### src/asr_pkg.sv
// package of timing constants and states for the static ram controller
package asr_pkg;
    localparam int CLK_PERIOD_NS   = 20;
    localparam int ADDR_W          = 15;
    localparam int DATA_W          = 8;
    // fastest grade figures in ns
    localparam int T_RC_NS         = 70;
    localparam int T_AA_NS         = 70;
    localparam int T_OE_NS         = 35;
    localparam int T_OHZ_NS        = 30;
    localparam int T_WC_NS         = 70;
    localparam int T_AW_NS         = 50;
    localparam int T_WP_NS         = 55;
    localparam int T_DW_NS         = 30;
    localparam int T_WHZ_NS        = 30;
    localparam int T_OW_NS         = 10;
    // least times round up, longest waits for data round up as well
    function automatic int cyc_up(input int ns);
        int c;
        c = (ns + CLK_PERIOD_NS - 1) / CLK_PERIOD_NS;
        return (c < 1) ? 1 : c;
    endfunction
    localparam int RD_CYC          = cyc_up(T_AA_NS) + 1;
    localparam int WP_CYC          = cyc_up(T_WP_NS);
    localparam int OHZ_CYC         = cyc_up(T_OHZ_NS);
    localparam int SYNC_CYC        = 2;
    localparam int REL_CYC         = 1;
    localparam int CNT_W           = 4;
    typedef enum logic [2:0] {
        ASR_IDLE,
        ASR_RD,
        ASR_RD_END,
        ASR_WR_SETUP,
        ASR_WR_PULSE,
        ASR_WR_END
    } asr_state_t;
endpackage

### src/asr_sync.sv
// two flop synchroniser for the returning data pins
`timescale 1ns/1ps
module asr_sync #(
    parameter int W = 8
) (
    input  wire logic         core_clk,
    input  wire logic         rst,
    input  wire logic [W-1:0] d,
    output logic      [W-1:0] q
);
    logic [W-1:0] m_q;
    logic [W-1:0] m_d;
    logic [W-1:0] q_d;
    always_comb begin
        m_d = d;
        q_d = m_q;
    end
    always_ff @(posedge core_clk or posedge rst) begin
        if (rst) begin
            m_q <= '0;
            q   <= '0;
        end else begin
            m_q <= m_d;
            q   <= q_d;
        end
    end
endmodule // asr_sync

### src/asr_ctrl.sv
// controller that drives a byte wide asynchronous static ram
// Behaviour
// - a write happens only while chip select and write enable are both low.
// - hold output enable high whenever memory data pins must float.
// - keep chip select or write enable high while address changes.
// - hold write enable high throughout every read cycle.
// - never drive the data lines while the memory drives them.
// - each read cycle lasts at least 70 ns.
// - address and select valid at least 50 ns before write ends.
// - write pulse at least 55 ns, write cycle at least 70 ns.
// - write data valid 30 ns before write end, zero hold.
`timescale 1ns/1ps
module asr_ctrl
    import asr_pkg::*;
#(
    parameter int AW      = ADDR_W,
    parameter int DW      = DATA_W,
    parameter int RD_WAIT = RD_CYC,
    parameter int WP_WAIT = WP_CYC,
    parameter int HZ_WAIT = OHZ_CYC
) (
    input  wire logic          core_clk,
    input  wire logic          rst,
    input  wire logic          req_valid,
    input  wire logic          req_write,
    input  wire logic [AW-1:0] req_addr,
    input  wire logic [DW-1:0] req_wdata,
    output logic               req_ready,
    output logic               rsp_valid,
    output logic      [DW-1:0] rsp_rdata,
    output logic      [AW-1:0] mem_addr,
    output logic               mem_cs_n,
    output logic               mem_oe_n,
    output logic               mem_we_n,
    input  wire logic [DW-1:0] mem_dq_in,
    output logic      [DW-1:0] mem_dq_out,
    output logic               mem_dq_oe_n
);
    asr_state_t       st_q;
    asr_state_t       st_d;
    logic [CNT_W-1:0] cnt_q;
    logic [CNT_W-1:0] cnt_d;
    logic [AW-1:0]    addr_q;
    logic [AW-1:0]    addr_d;
    logic [DW-1:0]    wd_q;
    logic [DW-1:0]    wd_d;
    logic [DW-1:0]    rd_q;
    logic [DW-1:0]    rd_d;
    logic             cs_n_q;
    logic             cs_n_d;
    logic             oe_n_q;
    logic             oe_n_d;
    logic             we_n_q;
    logic             we_n_d;
    logic             dqoe_n_q;
    logic             dqoe_n_d;
    logic             rv_q;
    logic             rv_d;
    logic [DW-1:0]    dq_s;

    asr_sync #(.W(DW)) u_sync (
        .core_clk (core_clk),
        .rst      (rst),
        .d        (mem_dq_in),
        .q        (dq_s)
    );

    function automatic logic [CNT_W-1:0] cnt_of(input int n);
        return CNT_W'(n - 1);
    endfunction

    function automatic logic cnt_done(input logic [CNT_W-1:0] c);
        return c == '0;
    endfunction

    function automatic logic [CNT_W-1:0] cnt_dec(input logic [CNT_W-1:0] c);
        return c - 1'b1;
    endfunction

    assign req_ready   = (st_q == ASR_IDLE);
    assign rsp_valid   = rv_q;
    assign rsp_rdata   = rd_q;
    assign mem_addr    = addr_q;
    assign mem_cs_n    = cs_n_q;
    assign mem_oe_n    = oe_n_q;
    assign mem_we_n    = we_n_q;
    assign mem_dq_out  = wd_q;
    assign mem_dq_oe_n = dqoe_n_q;

    always_comb begin
        st_d     = st_q;
        cnt_d    = cnt_q;
        addr_d   = addr_q;
        wd_d     = wd_q;
        rd_d     = rd_q;
        cs_n_d   = cs_n_q;
        oe_n_d   = oe_n_q;
        we_n_d   = we_n_q;
        dqoe_n_d = dqoe_n_q;
        rv_d     = 1'b0;
        case (st_q)
            ASR_IDLE: begin
                cs_n_d   = 1'b1;
                we_n_d   = 1'b1;
                oe_n_d   = 1'b1;
                dqoe_n_d = 1'b1;
                if (req_valid) begin
                    // address moves only while write enable is high; on a read select falls on the same edge
                    addr_d = req_addr;
                    wd_d   = req_wdata;
                    if (req_write) begin
                        st_d  = ASR_WR_SETUP;
                    end else begin
                        cs_n_d = 1'b0;
                        oe_n_d = 1'b0;
                        we_n_d = 1'b1;
                        cnt_d  = cnt_of(RD_WAIT);
                        st_d   = ASR_RD;
                    end
                end
            end
            ASR_RD: begin
                dqoe_n_d = 1'b1;
                we_n_d   = 1'b1;
                if (cnt_done(cnt_q)) begin
                    // sample after access time plus synchroniser delay
                    st_d   = ASR_RD_END;
                    cnt_d  = cnt_of(SYNC_CYC);
                end else begin
                    cnt_d = cnt_dec(cnt_q);
                end
            end
            ASR_RD_END: begin
                dqoe_n_d = 1'b1;
                we_n_d   = 1'b1;
                if (cnt_done(cnt_q)) begin
                    rd_d   = dq_s;
                    rv_d   = 1'b1;
                    cs_n_d = 1'b1;
                    oe_n_d = 1'b1;
                    cnt_d  = cnt_of(HZ_WAIT);
                    st_d   = ASR_WR_END;
                end else begin
                    cnt_d = cnt_dec(cnt_q);
                end
            end
            ASR_WR_SETUP: begin
                // select and write enable fall together so memory never drives
                cs_n_d   = 1'b0;
                we_n_d   = 1'b0;
                oe_n_d   = 1'b1;
                cnt_d    = cnt_of(WP_WAIT);
                st_d     = ASR_WR_PULSE;
            end
            ASR_WR_PULSE: begin
                // drive data one cycle after write enable falls
                dqoe_n_d = 1'b0;
                oe_n_d   = 1'b1;
                if (cnt_done(cnt_q)) begin
                    we_n_d = 1'b1;
                    cs_n_d = 1'b1;
                    cnt_d  = cnt_of(REL_CYC);
                    st_d   = ASR_WR_END;
                end else begin
                    cnt_d = cnt_dec(cnt_q);
                end
            end
            ASR_WR_END: begin
                // data released one cycle after the write ends, which meets zero hold
                dqoe_n_d = 1'b1;
                oe_n_d   = 1'b1;
                if (cnt_done(cnt_q)) begin
                    st_d = ASR_IDLE;
                end else begin
                    cnt_d = cnt_dec(cnt_q);
                end
            end
            default: begin
                st_d     = ASR_IDLE;
                cs_n_d   = 1'b1;
                oe_n_d   = 1'b1;
                we_n_d   = 1'b1;
                dqoe_n_d = 1'b1;
            end
        endcase
    end

    always_ff @(posedge core_clk or posedge rst) begin
        if (rst) begin
            st_q     <= ASR_IDLE;
            cnt_q    <= '0;
            addr_q   <= '0;
            wd_q     <= '0;
            rd_q     <= '0;
            cs_n_q   <= 1'b1;
            oe_n_q   <= 1'b1;
            we_n_q   <= 1'b1;
            dqoe_n_q <= 1'b1;
            rv_q     <= 1'b0;
        end else begin
            st_q     <= st_d;
            cnt_q    <= cnt_d;
            addr_q   <= addr_d;
            wd_q     <= wd_d;
            rd_q     <= rd_d;
            cs_n_q   <= cs_n_d;
            oe_n_q   <= oe_n_d;
            we_n_q   <= we_n_d;
            dqoe_n_q <= dqoe_n_d;
            rv_q     <= rv_d;
        end
    end
endmodule // asr_ctrl

### config.mk
export PLATFORM = sky130hd
export DESIGN_NAME = asr_ctrl
export DESIGN_NICKNAME = d
export VERILOG_FILES = /design/src/asr_pkg.sv /design/src/asr_sync.sv /design/src/asr_ctrl.sv
export SDC_FILE = /design/constraint.sdc
export NUM_CORES = 1
export LEC_CHECK = 0
export BUFFER_PORTS_ARGS = -buffer_cell sky130_fd_sc_hd__buf_2
export CAP_MARGIN = 20
export CORE_UTILIZATION = 51
export DETAILED_ROUTE_END_ITERATION = 6
export PLACE_DENSITY = 0.82
export SYNTH_ARGS = -nofsm -noshare
export SYNTH_HDL_FRONTEND = slang
export SYNTH_SLANG_ARGS = --single-unit
### constraint.sdc
create_clock -name core_clk -period 2.2 [get_ports core_clk]
set_input_delay 0.11 -clock core_clk [delete_from_list [all_inputs] [get_ports core_clk]]
set_output_delay 0.11 -clock core_clk [all_outputs]
set_load 0.05 [all_outputs]
==> flow_metrics.py <==
metrics = {
    "run_status": {
        "outcome": "complete, no violations",
    },
    "layout": {
        "fraction_of_layout_cells_with_a_size_suffix_above_1": 0.477,
        "antenna_cells_inserted": 0,
        "num-fill-cells": 285,
        "layout.cells.most_common_list": "sky130_fd_sc_hd__buf_2, sky130_fd_sc_hd__dfrtp_1, sky130_fd_sc_hd__dlygate4sd3_1",
        "syn_to_final_growth_pct": 31.9,
        "leading_cell_type_in_the_layout_fill_and_taps_excluded": "sky130_fd_sc_hd__buf_2",
        "fin_cells": 331,
        "finalNetCount": 311,
    },
    "timing": {
        "timing.final.crit_share": 0.842,
        "fin_hold_ws_ns": 0.0116,
        "post-route-min-period_ns": 1.85,
        "slew_headroom": 0.519,
        "fmaxAchievable_ghz": 0.540,
        "timing.clock.skew_ns": 0.0101,
        "setup_repair_after_global_routing_missed_its_margin": "no",
        "total_negative_setup_slack_ns": 0,
        "worstMarginPinSlew_ns": 0.721,
        "report.final.setup_viol": 0,
        "finalHoldViolCount": 0,
        "slew_violations": 0,
    },
    "global_routing": {
        "grt_antenna_before_repair": 0,
        "vias_in_the_first_global_route": 1740,
        "total_routing_usage_gr": 0.230,
        "maximum_number_of_pins_on_one_net_before_global_route_repair": 60,
        "globalRoute.totalOverflow": 0,
        "grt_first_pass_wirelength_mm": 8.51,
    },
    "placed_design": {
        "gp_routability_congestion": 0.863,
        "numPlacedInstances": 291,
        "dp_hpwl_mm": 3.16,
        "port_buffers": 71,
    },
    "cts": {
        "clkSinkCount": 59,
        "clock-root-buffer": "sky130_fd_sc_hd__clkbuf_8",
        "post_cts_buffers": 0,
        "worst_setup_hold_path_clk_slew_ns": 0.06,
        "cts_inserted_buffers": 9,
        "ctsLongestPathBuffers": 2,
        "cts_tree": "done",
        "htree_num_levels": 3,
        "post_cts_resize_count": 0,
        "worst_skew_pair.late_latency_ns": 0.34,
    },
    "logic_synthesis": {
        "ys_async_sr_fraction": 1.00,
        "synth_edf_count": 0,
        "avgSynthCellArea_sq_um": 14.2,
        "postSynthCellCount": 173,
        "synth_cell_type_count": 37,
        "synth_top_flop_cell": "sky130_fd_sc_hd__dfrtp_1",
        "synthesis.area_sq_um": 2460,
        "ys_warn_count": 0,
        "synthesis.nets": 210,
        "ys_seq_area_frac": 0.602,
        "synth-seq-cells": 59,
    },
    "floorplanning": {
        "core_sq_um": 4500,
        "initial_util": 0.546,
        "chip_height_um": 71.5,
        "die_width_um": 71.5,
        "ios": 72,
        "placementRows": 24,
        "fp.dieArea_sq_um": 5110,
    },
    "route": {
        "routed_wire_length_per_instance_um": 15.9,
        "route.final.wire_length_mm": 5.26,
        "detailedRoute.firstPassIterationCount": 4,
        "dr.first_iter.drc_count": 85,
        "via_count": 1734,
        "drc": 0,
        "drtAntennaViolNets": 0,
        "avgViaCountPerCell": 5.24,
    },
    "min_path": {
        "hold_path.class": "in -> reg",
    },
    "setup_path": {
        "worstSetupStartpointType": "flop",
        "criticalPathCategory": "reg -> reg",
        "rr_startpoint": "cnt_q[0]",
        "cp.required_ns": 2.42,
        "worstReg2RegEnd": "cnt_q[0]",
        "crit_arrival_ns": 2.07,
        "cp-startpoint": "cnt_q[0]",
        "endpoint_kind": "flop",
        "crit_path_to": "cnt_q[0]",
        "number_of_cells_traversed_by_the_worst_register_to_register_path": 6,
        "worst-r2r-setup-slack_ns": 0.35,
        "critPathMaxFanout": 6,
    },
    "power_and_ir_drop": {
        "design_power_total_mw": 5.60,
        "max-vdd-ir-drop_v": 0.00109,
        "power.density_cell_area_nw_per_um2": 1720,
        "static-leakage-power_nw": 1.58,
    },
    "run": {
        "maxCapViolCount": 0,
    },
}
[through the flow]
stage | cell area (sq um) | util | worst slack, ns
2_1_floorplan | 2460 | - | 0.266
3_3_place_gp | 2820 | 0.626 | 0.424
3_5_place_dp | 2820 | 0.626 | 0.367
4_1_cts | 3240 | 0.719 | 0.354
5_1_grt | 3250 | 0.721 | 0.218
6_report | 3250 | 0.721 | 0.347
[state kept, by name, summed over array words and instances, names as in the netlist]
signal and count:
rsp_rdata 8, rsp_valid 1, u_sync.m_q 8, mem_cs_n 1
mem_addr 15, st_q 3, mem_dq_out 8, mem_we_n 1
u_sync.q 8, mem_oe_n 1, cnt_q 4, mem_dq_oe_n 1
[layer usage]
| metal | share of wire | up-vias | global-route usage |
|---|---|---|---|
| li1 | - | 810 | - |
| met1 | 0.39 | 832 | 0.276 |
| met2 | 0.52 | 79 | 0.382 |
| met3 | 0.067 | 13 | 0.0858 |
| met4 | 0.020 | 0 | 0.0806 |
| met5 | 0 | - | 0 |
[final cells by class]
cell class	instances	area (sq um)	area share
clock buffer	11	131	0.0405
clock inverter	5	53.8	0.0166
inverter	8	30.0	0.00925
multi-input combinational	96	852	0.262
sequential	59	1480	0.456
tap	52	65.1	0.0200
timing repair buffer	100	633	0.195
[synthesized netlist by cell type (2+ instances only)]
cell	number	share of area
sky130_fd_sc_hd__nor2_1	10	0.015
sky130_fd_sc_hd__nand2b_1	4	0.010
sky130_fd_sc_hd__clkbuf_1	4	0.0061
sky130_fd_sc_hd__mux2_2	12	0.055
sky130_fd_sc_hd__o21a_1	3	0.0092
sky130_fd_sc_hd__nor3_1	5	0.010
sky130_fd_sc_hd__nand3_1	3	0.0061
sky130_fd_sc_hd__buf_6	2	0.0092
sky130_fd_sc_hd__a211oi_1	2	0.0061
sky130_fd_sc_hd__ha_1	2	0.010
sky130_fd_sc_hd__dfrtp_1	55	0.56
sky130_fd_sc_hd__dfstp_2	4	0.043
sky130_fd_sc_hd__nand2_1	2	0.0031
sky130_fd_sc_hd__mux2_4	20	0.12
sky130_fd_sc_hd__buf_12	2	0.016
sky130_fd_sc_hd__o21ai_0	7	0.014
sky130_fd_sc_hd__inv_1	7	0.011
sky130_fd_sc_hd__o22ai_1	5	0.013
sky130_fd_sc_hd__a21oi_1	5	0.010
sky130_fd_sc_hd__a221oi_1	2	0.0071
[worst min path at each step]
| stage | start | end | slack, ns | cells past startpoint |
|---|---|---|---|---|
| after floorplan | mem_dq_in[0] | u_sync.m_q[0] | 0.14 | 0 |
| after global placement | mem_dq_in[6] | u_sync.m_q[6] | 0.22 | 1 |
| after detailed placement | mem_dq_in[1] | u_sync.m_q[1] | 0.22 | 1 |
| after CTS | req_addr[7] | mem_addr[7] | 0.00009 | 2 |
| after global routing | req_addr[5] | mem_addr[5] | 0.00009 | 2 |
| final | req_addr[2] | mem_addr[2] | 0.01 | 2 |
[critical path: stages (launching register included)]
cell,delay [ns]
sky130_fd_sc_hd__dfrtp_1,0.44
sky130_fd_sc_hd__inv_1,0.12
sky130_fd_sc_hd__ha_1,0.20
sky130_fd_sc_hd__or3b_2,0.53
sky130_fd_sc_hd__nand3_1,0.11
sky130_fd_sc_hd__a21oi_1,0.06
sky130_fd_sc_hd__a311o_1,0.27
[cell families (layout without fill, tap and decap cells)]
group | after synthesis | after routing | synth area share
flops | 59 | 59 | 0.602
mux | 33 | 33 | 0.181
simple gates | 31 | 31 | 0.0752
compound gates | 29 | 29 | 0.0763
buf+inv | 18 | 124 | 0.0519
fa+ha+maj | 2 | 2 | 0.0102
xor+xnor | 1 | 1 | 0.00356
[report_power, final]
group / internal [mW] / switching (mW) / leakage, nW / total (mW)
Clock: 0.519 / 0.414 / 0.0971 / 0.933
Sequential: 1.50 / 0.245 / 0.705 / 1.75
Combinational: 0.993 / 1.92 / 0.779 / 2.92
[what timing repair did]
action,4_1_cts,5_1_grt
hold endpoints to repair,77,1
endpoints found under the setup margin,0,0
hold buffers,23,1
No activity file was read; power rests on OpenSTA's default activity.
